===== config.mk =====
export PLATFORM = sky130hd
export DESIGN_NAME = bav_regs
export DESIGN_NICKNAME = d
export VERILOG_FILES = /design/src/bav_pkg.sv /design/src/bav_regs.sv
export SDC_FILE = /design/constraint.sdc
export NUM_CORES = 1
export LEC_CHECK = 0
export ABC_CLOCK_PERIOD_IN_PS = 41800
export BUFFER_PORTS_ARGS = -buffer_cell sky130_fd_sc_hd__buf_2
export CAP_MARGIN = 20
export CORE_MARGIN = 5
export CORE_UTILIZATION = 57
export CTS_BUF_LIST = sky130_fd_sc_hd__clkbuf_4
export DETAILED_ROUTE_END_ITERATION = 10
export GPL_ROUTABILITY_DRIVEN = 0
export PLACE_DENSITY = 0.8
export SLEW_MARGIN = 30
export SYNTH_ARGS = -nofsm -noshare
export SYNTH_HDL_FRONTEND = slang
export SYNTH_SLANG_ARGS = --single-unit

===== constraint.sdc =====
create_clock -name mclk -period 41.8 [get_ports mclk]
set_clock_uncertainty 0.2 [all_clocks]
set_input_delay 2.09 -clock mclk [delete_from_list [all_inputs] [get_ports mclk]]
set_output_delay 2.09 -clock mclk [all_outputs]
set_load 0.005 [all_outputs]

===== src/bav_pkg.sv =====
// Package for the brake offset and audio-to-haptic register bank.
// Assumes one device clock; shared by the register bank and its users.
package bav_pkg;

  // ****************************************
  // Register offsets
  // ****************************************
  localparam logic [7:0] BAV_ADDR_BRAKE = 8'h10;
  localparam logic [7:0] BAV_ADDR_CTRL = 8'h11;
  localparam logic [7:0] BAV_ADDR_IN_FLOOR = 8'h12;
  localparam logic [7:0] BAV_ADDR_IN_FS = 8'h13;
  localparam logic [7:0] BAV_ADDR_DRV_FLOOR = 8'h14;
  localparam logic [7:0] BAV_ADDR_DRV_CEIL = 8'h15;

  // ****************************************
  // Reset values
  // ****************************************
  localparam logic [7:0] BAV_RST_BRAKE = 8'h00;
  localparam logic [1:0] BAV_RST_PEAK = 2'h1;
  localparam logic [1:0] BAV_RST_LOWPASS = 2'h1;
  localparam logic [7:0] BAV_RST_IN_FLOOR = 8'h19;
  localparam logic [7:0] BAV_RST_IN_FS = 8'hFF;
  localparam logic [7:0] BAV_RST_DRV_FLOOR = 8'h19;
  localparam logic [7:0] BAV_RST_DRV_CEIL = 8'hFF;
  localparam logic [7:0] BAV_RST_CTRL = {4'h0, BAV_RST_PEAK, BAV_RST_LOWPASS};
  localparam logic signed [7:0] BAV_RST_SEARCH = 8'sh7F;

  // ****************************************
  // Field positions of the control register
  // ****************************************
  localparam int BAV_PEAK_LSB = 2;
  localparam int BAV_LOWPASS_LSB = 0;
  localparam logic [7:0] BAV_CTRL_MASK = 8'h0F;

  // ****************************************
  // Scaling and timing figures
  // ****************************************
  localparam int BAV_BRAKE_STEP_MS = 5;
  localparam int BAV_CLK_HZ = 20000000;
  localparam int BAV_BRAKE_STEP_CYC = BAV_BRAKE_STEP_MS * (BAV_CLK_HZ / 1000);
  localparam int BAV_INPUT_FS_MV = 1800;
  localparam logic [7:0] BAV_CODE_FS = 8'hFF;
  localparam logic [5:0] BAV_PEAK_MS_STEP = 6'h0A;
  localparam logic [7:0] BAV_LP_HZ0 = 8'h64;
  localparam logic [7:0] BAV_LP_HZ1 = 8'h7D;
  localparam logic [7:0] BAV_LP_HZ2 = 8'h96;
  localparam logic [7:0] BAV_LP_HZ3 = 8'hC8;

  // ****************************************
  // Carriers
  // ****************************************
  typedef struct packed {
    logic [1:0] peak_code;
    logic [5:0] peak_ms;
    logic [1:0] lowpass_code;
    logic [7:0] lowpass_hz;
  } bav_audio_cfg_t;

  typedef struct packed {
    logic valid;
    logic is_brake;
    logic [8:0] steps;
  } bav_seg_out_t;

endpackage


===== src/bav_regs.sv =====
// Register bank for the brake time offset and the audio-to-haptic path.
// Assumes register accesses, segment data and audio levels come from logic on mclk.
`timescale 1ns/10ps

module bav_regs (
  input wire logic mclk,
  input wire logic reset_n,
  input wire logic reg_wr,
  input wire logic reg_rd,
  input wire logic [7:0] reg_addr,
  input wire logic [7:0] reg_wdata,
  output logic [7:0] reg_rdata,
  input wire logic closed_loop,
  input wire logic wave_start,
  input wire logic scan_valid,
  input wire logic [7:0] scan_level,
  input wire logic seg_valid,
  input wire logic [7:0] seg_level,
  input wire logic [7:0] seg_steps,
  output bav_pkg::bav_seg_out_t seg_out,
  output logic [7:0] brake_time_offset,
  output bav_pkg::bav_audio_cfg_t audio_cfg,
  input wire logic audio_mode,
  input wire logic level_valid,
  input wire logic [7:0] audio_level,
  output logic drive_valid,
  output logic audio_detect,
  output logic [7:0] audio_drive
);

  // ****************************************
  // Functions
  // ****************************************
  function automatic logic [7:0] min8(input logic [7:0] a, input logic [7:0] b);
    min8 = (a < b) ? a : b;
  endfunction

  function automatic logic [7:0] max8(input logic [7:0] a, input logic [7:0] b);
    max8 = (a > b) ? a : b;
  endfunction

  function automatic logic [7:0] sub_floor8(input logic [7:0] a, input logic [7:0] b);
    sub_floor8 = (a > b) ? a - b : 8'h00;
  endfunction

  function automatic logic [5:0] peak_win_ms(input logic [1:0] code);
    peak_win_ms = bav_pkg::BAV_PEAK_MS_STEP * ({4'h0, code} + 6'h01);
  endfunction

  function automatic logic addr_hit(input logic [7:0] addr, input logic [7:0] offset);
    addr_hit = (addr == offset);
  endfunction

  function automatic logic [7:0] lp_hz(input logic [1:0] code);
    unique case (code)
      2'h0: lp_hz = bav_pkg::BAV_LP_HZ0;
      2'h1: lp_hz = bav_pkg::BAV_LP_HZ1;
      2'h2: lp_hz = bav_pkg::BAV_LP_HZ2;
      2'h3: lp_hz = bav_pkg::BAV_LP_HZ3;
    endcase
  endfunction

  // ****************************************
  // Registers
  // ****************************************
  logic [7:0] brake_reg;
  logic [7:0] brake_next;
  logic [7:0] ctrl_reg;
  logic [7:0] ctrl_next;
  logic [7:0] in_floor_reg;
  logic [7:0] in_floor_next;
  logic [7:0] in_fs_reg;
  logic [7:0] in_fs_next;
  logic [7:0] drv_floor_reg;
  logic [7:0] drv_floor_next;
  logic [7:0] drv_ceil_reg;
  logic [7:0] drv_ceil_next;
  logic [7:0] rdata_reg;
  logic [7:0] rdata_next;

  // ****************************************
  // Write decode
  // ****************************************
  wire wr_brake = reg_wr && addr_hit(reg_addr, bav_pkg::BAV_ADDR_BRAKE);
  wire wr_ctrl = reg_wr && addr_hit(reg_addr, bav_pkg::BAV_ADDR_CTRL);
  wire wr_in_floor = reg_wr && addr_hit(reg_addr, bav_pkg::BAV_ADDR_IN_FLOOR);
  wire wr_in_fs = reg_wr && addr_hit(reg_addr, bav_pkg::BAV_ADDR_IN_FS);
  wire wr_drv_floor = reg_wr && addr_hit(reg_addr, bav_pkg::BAV_ADDR_DRV_FLOOR);
  wire wr_drv_ceil = reg_wr && addr_hit(reg_addr, bav_pkg::BAV_ADDR_DRV_CEIL);

  assign brake_next = wr_brake ? reg_wdata : brake_reg;
  assign ctrl_next = wr_ctrl ? (reg_wdata & bav_pkg::BAV_CTRL_MASK) : ctrl_reg;
  assign in_floor_next = wr_in_floor ? reg_wdata : in_floor_reg;
  assign in_fs_next = wr_in_fs ? reg_wdata : in_fs_reg;
  assign drv_floor_next = wr_drv_floor ? reg_wdata : drv_floor_reg;
  assign drv_ceil_next = wr_drv_ceil ? reg_wdata : drv_ceil_reg;

  // ****************************************
  // Register storage
  // ****************************************
  always_ff @(posedge mclk or negedge reset_n) begin
    if (!reset_n) begin
      brake_reg <= bav_pkg::BAV_RST_BRAKE;
    end else begin
      brake_reg <= brake_next;
    end
  end

  always_ff @(posedge mclk or negedge reset_n) begin
    if (!reset_n) begin
      ctrl_reg <= bav_pkg::BAV_RST_CTRL;
    end else begin
      ctrl_reg <= ctrl_next;
    end
  end

  always_ff @(posedge mclk or negedge reset_n) begin
    if (!reset_n) begin
      in_floor_reg <= bav_pkg::BAV_RST_IN_FLOOR;
    end else begin
      in_floor_reg <= in_floor_next;
    end
  end

  always_ff @(posedge mclk or negedge reset_n) begin
    if (!reset_n) begin
      in_fs_reg <= bav_pkg::BAV_RST_IN_FS;
    end else begin
      in_fs_reg <= in_fs_next;
    end
  end

  always_ff @(posedge mclk or negedge reset_n) begin
    if (!reset_n) begin
      drv_floor_reg <= bav_pkg::BAV_RST_DRV_FLOOR;
    end else begin
      drv_floor_reg <= drv_floor_next;
    end
  end

  always_ff @(posedge mclk or negedge reset_n) begin
    if (!reset_n) begin
      drv_ceil_reg <= bav_pkg::BAV_RST_DRV_CEIL;
    end else begin
      drv_ceil_reg <= drv_ceil_next;
    end
  end

  // ****************************************
  // Read port
  // ****************************************
  always_comb begin
    rdata_next = 8'h00;
    unique case (reg_addr)
      bav_pkg::BAV_ADDR_BRAKE: rdata_next = brake_reg;
      bav_pkg::BAV_ADDR_CTRL: rdata_next = ctrl_reg & bav_pkg::BAV_CTRL_MASK;
      bav_pkg::BAV_ADDR_IN_FLOOR: rdata_next = in_floor_reg;
      bav_pkg::BAV_ADDR_IN_FS: rdata_next = in_fs_reg;
      bav_pkg::BAV_ADDR_DRV_FLOOR: rdata_next = drv_floor_reg;
      bav_pkg::BAV_ADDR_DRV_CEIL: rdata_next = drv_ceil_reg;
      default: rdata_next = 8'h00;
    endcase
  end

  always_ff @(posedge mclk or negedge reset_n) begin
    if (!reset_n) begin
      rdata_reg <= 8'h00;
    end else if (reg_rd) begin
      rdata_reg <= rdata_next;
    end
  end

  // ****************************************
  // Output views
  // ****************************************
  assign reg_rdata = rdata_reg;
  assign brake_time_offset = brake_reg;

  // ****************************************
  // Audio configuration
  // ****************************************
  wire [1:0] peak_code = ctrl_reg[bav_pkg::BAV_PEAK_LSB +: 2];
  wire [1:0] lp_code = ctrl_reg[bav_pkg::BAV_LOWPASS_LSB +: 2];
  wire [5:0] peak_ms = peak_win_ms(peak_code);

  assign audio_cfg.peak_code = peak_code;
  assign audio_cfg.peak_ms = peak_ms;
  assign audio_cfg.lowpass_code = lp_code;
  assign audio_cfg.lowpass_hz = lp_hz(lp_code);

  // ****************************************
  // Brake segment search
  // ****************************************
  logic signed [7:0] min_level_reg;
  logic signed [7:0] min_level_next;
  logic out_valid_reg;
  logic out_brake_reg;
  logic out_brake_next;
  logic [8:0] out_steps_reg;
  logic [8:0] out_steps_next;

  wire signed [7:0] scan_s = scan_level;
  wire signed [7:0] seg_s = seg_level;
  wire scan_lower = scan_s < min_level_reg;

  assign min_level_next = wave_start ? bav_pkg::BAV_RST_SEARCH :
                          (scan_valid && scan_lower) ? scan_s : min_level_reg;

  always_ff @(posedge mclk or negedge reset_n) begin
    if (!reset_n) begin
      min_level_reg <= bav_pkg::BAV_RST_SEARCH;
    end else begin
      min_level_reg <= min_level_next;
    end
  end

  // ****************************************
  // Brake segment offset
  // ****************************************
  wire is_brake = (seg_s == min_level_reg);
  wire apply_off = is_brake && !closed_loop;
  wire signed [9:0] off_s = apply_off ? {{2{brake_reg[7]}}, brake_reg} : 10'sh000;
  wire signed [9:0] sum_s = $signed({2'h0, seg_steps}) + off_s;
  wire [8:0] sum_clip = sum_s[9] ? 9'h000 : sum_s[8:0];

  assign out_brake_next = seg_valid ? is_brake : out_brake_reg;
  assign out_steps_next = seg_valid ? sum_clip : out_steps_reg;

  always_ff @(posedge mclk or negedge reset_n) begin
    if (!reset_n) begin
      out_valid_reg <= 1'b0;
      out_brake_reg <= 1'b0;
      out_steps_reg <= 9'h000;
    end else begin
      out_valid_reg <= seg_valid;
      out_brake_reg <= out_brake_next;
      out_steps_reg <= out_steps_next;
    end
  end

  assign seg_out.valid = out_valid_reg;
  assign seg_out.is_brake = out_brake_reg;
  assign seg_out.steps = out_steps_reg;

  // ****************************************
  // Audio level to drive mapping
  // ****************************************
  logic drive_valid_reg;
  logic detect_reg;
  logic detect_next;
  logic [7:0] drive_reg;
  logic [7:0] drive_next;

  wire above_floor = audio_level >= in_floor_reg;
  wire [7:0] lvl_clip = min8(audio_level, in_fs_reg);
  wire [7:0] span_in = sub_floor8(in_fs_reg, in_floor_reg);
  wire [7:0] lvl_rel = sub_floor8(lvl_clip, in_floor_reg);
  wire [15:0] lvl_prod = {8'h00, lvl_rel} * {8'h00, bav_pkg::BAV_CODE_FS};
  wire [15:0] lvl_quot = (span_in == 8'h00) ? 16'h00FF : lvl_prod / {8'h00, span_in};
  wire [7:0] raw_drive = lvl_quot[15:8] != 8'h00 ? 8'hFF : lvl_quot[7:0];
  wire [7:0] floored = max8(raw_drive, drv_floor_reg);
  wire [7:0] capped = min8(floored, drv_ceil_reg);
  wire detect_level = audio_mode && above_floor;
  wire [7:0] drive_level = detect_level ? capped : 8'h00;

  assign detect_next = level_valid ? detect_level : detect_reg;
  assign drive_next = level_valid ? drive_level : drive_reg;

  // ****************************************
  // Audio outputs
  // ****************************************
  always_ff @(posedge mclk or negedge reset_n) begin
    if (!reset_n) begin
      drive_valid_reg <= 1'b0;
    end else begin
      drive_valid_reg <= level_valid && audio_mode;
    end
  end

  always_ff @(posedge mclk or negedge reset_n) begin
    if (!reset_n) begin
      detect_reg <= 1'b0;
      drive_reg <= 8'h00;
    end else begin
      detect_reg <= detect_next;
      drive_reg <= drive_next;
    end
  end

  assign drive_valid = drive_valid_reg;
  assign audio_detect = detect_reg;
  assign audio_drive = drive_reg;

endmodule // bav_regs


=== Yosys cells after proc, flatten, opt, wreduce, memory -nomap -nowiden ===
Cells that the tools add are included.
Widths: inputs -> output; s select.

* Register bits after elaboration: 81
* Input port bits: 58
* Logic and storage cells: 67

* Add/sub/neg operators: 4
* Multiply operators: 2
* Div/mod/pow operators: 1
* Magnitude comparators: 7
* Eq/ne operators: 10
* Muxes and demuxes: 14
* Reductions and logical operators: 15

{| class="wikitable"
|+ Operators by type and width
! operator !! number
|-
| $mux 8 || 9
|-
| $eq 8x5->1 const B || 6
|-
| $pmux 8 s6 || 1
|-
| $pmux 8 s4 || 1
|-
| $gt 8x8->1 || 3
|-
| $lt 8x8->1 || 3
|-
| $div 16x8->16 || 1
|-
| $mul 8x8->16 const B || 1
|-
| $mux 16 || 1
|-
| $sub 8x8->8 || 2
|-
| $add 9x10->10 || 1
|-
| $logic_and 1x1->1 || 10
|-
| $mux 10 || 1
|-
| $mux 9 || 1
|-
| $eq 8x8->1 || 1
|-
| $ge 8x8->1 || 1
|-
| $logic_not 8->1 || 1
|-
| $reduce_bool 8->1 || 1
|-
| $mul 3x3->5 const A || 1
|-
| $eq 2x2->1 const B || 2
|-
| $add 2x1->3 const B || 1
|-
| $eq 2x1->1 const B || 1
|-
| $logic_not 2->1 || 1
|-
| $reduce_bool 2->1 || 1
|-
| $logic_not 1->1 || 1
|}

=== Depth between registers and ports, before layout ===
Gate-level depths: netlist of the first run.

* Depth after elaboration: 14
* Gate-level depth with buffers: 232
* Mapped depth without buffers: 224

=== Worst setup path before layout of the first run ===
OpenSTA, ideal clock, no wires.

* Path type: input to register
* From: input audio_level[1]
* To: register drive_reg[2], in the netlist audio_drive[2]
* Library setup time: 0.126 ns
* Arrival time: 40.322 ns
* Path slack: 1.152 ns
* Cell stages on the path: 220
* Path buffers: 10
* Cell sequence: ha_1 > a21boi_0 > o21a_1 > o21ai_0 > nand2b_1 > a21oi_1 > nor2b_1 > o21ai_0 > nand2b_1 > a21oi_1 > clkbuf_1 > o21ai_0 > ha_1 > nor2b_1 > o21ai_0 > nand2_1 > a21o_1 > a21oi_1 > [184 not listed] > o21a_1 > o21ai_0 > nand2b_1 > a21oi_1 > o21ai_0 > o31a_1 > clkbuf_1 > nand2_1 > o21ai_0 > ha_1 > a21o_1 > a21oi_1 > nor2b_1 > o21ai_0 > nand3b_1 > inv_1 > nand2b_4 > a311o_1

* Longest elaborated chain between the ends: 14
* Elaborated cells on any way between the ends: 17
* Classes of those cells: 1 x add/sub; 1 x mul; 1 x div; 5 x order compare; 7 x mux; 2 x reduce/logical

{| class="wikitable"
|+ RTL lines
! item !! line !! source
|-
| start: declaration || bav_regs.sv:25 || <nowiki>input wire logic [7:0] audio_level,</nowiki>
|-
| $lt 8x8->1 || bav_regs.sv:35 || <nowiki>min8 = (a < b) ? a : b;</nowiki>
|-
| $mux 8 || bav_regs.sv:35 ||
|-
| $sub 8x8->8 / $gt 8x8->1 (equally long branches) || bav_regs.sv:43 || <nowiki>sub_floor8 = (a > b) ? a - b : 8'h00;</nowiki>
|-
| $mux 8 || bav_regs.sv:43 ||
|-
| $mul 8x8->16 || bav_regs.sv:258 || <nowiki>wire [15:0] lvl_prod = {8'h00, lvl_rel} * {8'h00, bav_pkg::BAV_CODE_FS};</nowiki>
|-
| $div 16x8->16 || bav_regs.sv:259 || <nowiki>wire [15:0] lvl_quot = (span_in == 8'h00) ? 16'h00FF : lvl_prod / {8'h00, span_in};</nowiki>
|-
| $mux 16 || bav_regs.sv:259 ||
|-
| $reduce_bool 8->1 || bav_regs.sv:260 || <nowiki>wire [7:0] raw_drive = lvl_quot[15:8] != 8'h00 ? 8'hFF : lvl_quot[7:0];</nowiki>
|-
| $mux 8 || bav_regs.sv:260 ||
|-
| $gt 8x8->1 || bav_regs.sv:39 || <nowiki>max8 = (a > b) ? a : b;</nowiki>
|-
| $mux 8 || bav_regs.sv:39 ||
|-
| $lt 8x8->1 || bav_regs.sv:35 ||
|-
| $mux 8 || bav_regs.sv:35 ||
|-
| $mux 8 * || bav_regs.sv:264 || <nowiki>wire [7:0] drive_level = detect_level ? capped : 8'h00;</nowiki>
|-
| end signal: assignment || bav_regs.sv:286 || <nowiki>drive_reg <= drive_next;</nowiki>
|-
| end: declaration || bav_regs.sv:251 || <nowiki>logic [7:0] drive_reg;</nowiki>
|}

Every way passes the cells marked *; elsewhere a longest branch is shown, timed or not.
A chain may end at the register's enable or synchronous reset.

=== Final worst setup path of the first run ===
Ends and elaborated chain as after synthesis.

==> results of run 1 <==
## worst reg2reg max path, delay by kind of cell, from the launching register on
| kind | cells | cell delay [ns] |
|---|---|---|
| compound gates | 108 | 17.97 |
| xor+xnor | 2 | 0.31 |
| fa+ha+maj | 25 | 8.19 |
| buf+inv | 15 | 1.55 |
| flops | 1 | 0.59 |
| mux | 6 | 1.27 |
| simple gates | 59 | 8.93 |
## stage by stage
stage                     utilization [%]  cells  cell area, um^2  hold WS, ns  TNS [ns]
final                                67.2   2093            15200        0.305         0
after global routing                 67.2   2093            15200        0.319     -5.78
after CTS                            63.5   2049            14400        0.306         0
after detailed placement             62.5   2031            14100        0.269    -11.98
after global placement               62.4   2030            14100        0.264         0
after floorplan                         -   1631            13100        0.255         0
## per-layer routing
layer	global-route usage [%]	vias up	share of wire, %
met5	0	-	0
met4	9.00	0	3.1
met1	34.7	6240	42
met3	2.76	100	6.1
li1	-	6230	-
met2	46.7	500	49
## timing repair
| item | CTS | global route |
|---|---|---|
| buffers inserted | 2 | 39 |
| pin swaps | 2 | 50 |
| setup endpoints to repair | 8 | 8 |
| hold buffers | 0 | 0 |
| cloned | 0 | 4 |
| resized for setup | 18 | 133 |
## cells in the final DEF (no fill, tap or decap), drive strengths merged, types with 8 or more instances in the layout
| cell | count |
|---|---|
| ha | 205 |
| buf | 196 |
| inv | 149 |
| nand2 | 142 |
| nor2 | 121 |
| o21ai | 118 |
| a21oi | 104 |
| nor3 | 69 |
| o21a | 62 |
| dfrtp | 50 |
| mux2 | 47 |
| xnor2 | 44 |
| a21o | 43 |
| fa | 32 |
| nor2b | 32 |
| dfstp | 31 |
| nand2b | 30 |
| xor2 | 26 |
| mux2i | 25 |
| nand4 | 21 |
| and2 | 21 |
| nand3 | 21 |
| or2 | 17 |
| o31ai | 16 |
| or3 | 16 |
| o211ai | 13 |
| a31oi | 11 |
| o22ai | 10 |
| a211oi | 10 |
| o2bb2ai | 9 |
| clkbuf | 9 |
| and3 | 8 |
| nor4 | 8 |
## layout make-up
class	count	share of cell area, %
multi-input cells	1366	71.5
flip-flops and latches	81	13.6
repair buffers	196	7.98
inverters	148	3.65
well taps	285	2.34
clock inverters	7	0.452
clock buffers	9	0.444
diodes	1	0.0164
## cells by family (layout without fill, tap and decap cells)
family                     after synthesis  in the layout  share of synthesized area (%)
and+or+nand+nor                        517            518                           19.4
AOI/OAI and AO/OA                      466            468                           23.9
adders and majority gates              237            237                           24.5
buffers and inverters                  187            360                           5.76
DFF                                     81             81                           15.8
muxes                                   72             72                           6.07
xor gates and xnor gates                70             70                           4.68
other                                    1              2                         0.0286
## path summary, 6_finish.rpt
kind | end | startpoint | slack [ns]
worst max-delay path | audio_drive[2] | audio_level[1] | 1.54
worst min-delay path | out_steps_reg[2] | out_steps_reg[2] | 0.31
worst max register to register | audio_drive[2] | in_fs_reg[1] | 2.66
worst min register to register | out_steps_reg[2] | out_steps_reg[2] | 0.31
max in group asynchronous | min_level_reg[5] | reset_n | 39.35
min in group asynchronous | audio_drive[4] | reset_n | 1.37
==> impl_metrics.tcl, run 1 <==
set metrics [dict create \
    avgRoutedWirePerCell_um 17.9 \
    place.port_buffers 111 \
    finalHoldViolCount 0 \
    syn-cell-area_um2 13100 \
    cp_max_fo 13 \
    fill_cells 1815 \
    worstMarginPinSlew_ns 0.927 \
    synth_common_cells "ha_1 (205), inv_1 (147), nand2_1 (141)" \
    area_growth_pct 16.1 \
    vias 13100 \
    slew_headroom_pct 38.0 \
    synthesis.instances 1631 \
    whs_path_depth 1 \
    critPathKind "primary input to flip-flop" \
    setup_viol 0 \
    cap_violations 0 \
    initial_utilization_pct 57.9 \
    start_kind "primary input" \
    end_kind "flip-flop" \
    fp-row-count 55 \
    ys_seq_elements 81 \
    insertion_delay_ns 0.46 \
    largest_register_ffs 9 \
    core_region_area_um2 22600 \
    synth_flop_cell "dfrtp_1" \
    clk_path_buf_depth 2 \
    avgSynthCellArea_um2 8.03 \
    reg2reg_depth 215 \
    overflow 0 \
    hpwl_um 28900 \
    synth_area_leader_cell "ha_1" \
    path_buf_inv 15 \
    die_h_um 162 \
    grt_use_total_pct 26.8 \
    synth_area_leaders "ha_1 (20%), dfrtp_1 (9.6%), dfstp_2 (6.2%), fa_1 (4.9%), o21ai_0 (4.3%)" \
    min_period_ns 40.26 \
    synth.most_common_cell "ha_1" \
    syn-num-nets 1926 \
    finalMaxSlewViolations 0 \
    final_nets 2097 \
    cp.arrival_ns 40.42 \
    drtPass1Iterations 5 \
    status "complete, no violations" \
    vias_per_cell 6.24 \
    synth_edf_count 0 \
    yosysTopAreaCellShare_pct 19.6 \
    setup_ws_ns 1.54 \
    num_io_pins 113 \
    die_w_um 162 \
    grt_pass1_wl_um 59300 \
    cts.sinks 81 \
    async_reset_ff_share_pct 100 \
    htree_levels 3 \
    cp.required_ns 41.96 \
    clockRootBuffer "clkbuf_4" \
    path_clk_slew_ns 0.15 \
    drc 0 \
    path_depth 215 \
    drive_above_1_share_pct 23.9 \
    die_area_um2 26100 \
    cts_buffers 9 \
    final_antenna_net_count 0 \
    regArea_um2 2070 \
    ys_seq_area_share_pct 15.8 \
    hold_path_class "flip-flop to flip-flop" \
    ys_types 96 \
    crit_top_cell "o21a_1" \
    grt_max_degree 44 \
    critPathMaxStageDelay_ns 0.54 \
    multi_input_area_um2 10900 \
    routed_wl_um 37500 \
    grt_antenna_before_repair 1 \
    max_freq_mhz 24.8 \
    place_ws_ns -1.54 \
    cts_tree "yes" \
    drtIter0Drc 1045 \
    yosysWarnings 0 \
    period_share_pct 96.3 \
    timing.critical_path.slowest_stage_cell "fa_1" \
    first_global_vias 12700 \
    path_delay_family "compound AO/OA/AOI/OAI gates" \
]
Power of run 1 is left out: the tool's default activity adds up to more than one toggle a clock period on the data nets, which glitch-free logic cannot reach.
==> inputs of run 2 (changes only) <==
- CTS_BUF_LIST: sky130_fd_sc_hd__clkbuf_4 -> not set
==> impl_metrics.tcl, run 2 (synthesized netlist as in run 1, its figures left out) <==
set metrics [dict create \
    insertion_delay_ns 0.34 \
    num_io_pins 113 \
    area_growth_pct 18.8 \
    vias_per_cell 6.25 \
    min_period_ns 40.30 \
    reg2reg_depth 216 \
    cts_buffers 9 \
    min_to "out_steps_reg[6]" \
    die_area_um2 26100 \
    hpwl_um 28900 \
    hp-start "out_steps_reg[6]" \
    path_clk_slew_ns 0.07 \
    cp_max_fo 13 \
    critPathKind "primary input to flip-flop" \
    finalHoldViolCount 0 \
    place_ws_ns -1.54 \
    dp.cells 2031 \
    end_kind "flip-flop" \
    finalMaxSlewViolations 0 \
    timing.critical_path.slowest_stage_cell "fa_1" \
    cts_tree "yes" \
    fp-row-count 55 \
    reg2reg_from "in_fs_reg[1]" \
    grt_use_total_pct 27.0 \
    final_cells 2102 \
    status "complete, no violations" \
    grt_antenna_before_repair 0 \
    drive_above_1_share_pct 24.7 \
    r2r-end "audio_drive[3]" \
    max_freq_mhz 24.8 \
    period_share_pct 96.4 \
    drc 0 \
    largest_register_ffs 9 \
    place.port_buffers 111 \
    hold_path_class "flip-flop to flip-flop" \
    antenna_cells 0 \
    critPathMaxStageDelay_ns 0.54 \
    die_h_um 162 \
    vias 13100 \
    final_antenna_net_count 0 \
    cp.required_ns 41.82 \
    initial_utilization_pct 57.9 \
    setup-tns-final_ns 0 \
    overflow 0 \
    cp.arrival_ns 40.32 \
    core_region_area_um2 22600 \
    first_global_vias 12800 \
    cap_violations 0 \
    final_nets 2107 \
    whs_path_depth 1 \
    setup_ws_ns 1.50 \
    rrSetupSlack_ns 2.73 \
    final_cell_mix "ha_1 (193), inv_1 (146), nand2_1 (135)" \
    grt_max_degree 44 \
    routed_wl_um 38300 \
    crit_top_cell "o21a_1" \
    worstMarginPinSlew_ns 0.957 \
    drtPass1Iterations 7 \
    timing.hold.ws_ns 0.287 \
    layout_commonest_cell "ha_1" \
    clockRootBuffer "clkbuf_16" \
    cts.sinks 81 \
    die_w_um 162 \
    grt_pass1_wl_um 59700 \
    slew_headroom_pct 36.0 \
    setup_viol 0 \
    drtIter0Drc 941 \
    hold_buffers 0 \
    avgRoutedWirePerCell_um 18.2 \
    clk_path_buf_depth 2 \
    htree_levels 3 \
    start_kind "primary input" \
]
==> run 2: layer usage <==
layer	wire length, um	global-route usage, %	vias to the layer above	share of wire [%]
met1	15700	34.5	6250	41
met2	18800	47.5	525	49
met3	2430	3.32	122	6.3
met5	0	0	-	0
li1	-	-	6241	-
met4	1320	8.96	0	3.5
==> run 2: layout make-up <==
type / instances / area, um^2
Inverter: 148 / 556
Timing Repair Buffer: 206 / 1310
Clock buffer: 11 / 253
Clock inverter: 5 / 61.3
Sequential cell: 81 / 2070
Multi-Input combinational cell: 1366 / 11000
Fill cell: 1733 / 7080
Tap cell: 285 / 357
==> run 2: critical path: cells and delay by family <==
family	cells	cell delay, ns
compound gates	106	17.62
xor+xnor	2	0.30
fa+ha+maj	26	8.29
buf+inv	17	1.92
mux	7	1.26
simple gates	58	8.77
==> run 2: per-stage QoR <==
stage               cell area (um^2)  util [%]
finish                         15600      68.7
global placement               14100      62.4
floorplan                      13100         -
CTS                            14600      64.3
global route                   15600      68.7
detailed placement             14100      62.5
==> run 2: repair_timing <==
action	CTS	global route
setup buffers	2	49
resized for setup	19	149
pin swaps	2	63
gates cloned	0	4
setup endpoints to repair	8	8
==> run 2: worst max-delay path by stage <==
stage               slack, ns  depth (start not counted)              to            from
floorplan                1.15                        220  audio_drive[2]  audio_level[1]
global placement         0.07                        211  audio_drive[4]  audio_level[1]
detailed placement      -1.54                        211  audio_drive[3]  audio_level[1]
CTS                      0.04                        213  audio_drive[3]  audio_level[1]
global route            -0.80                        220  audio_drive[7]  audio_level[1]
finish                   1.50                        216  audio_drive[3]  audio_level[1]
Power of run 2 is left out for the same reason.
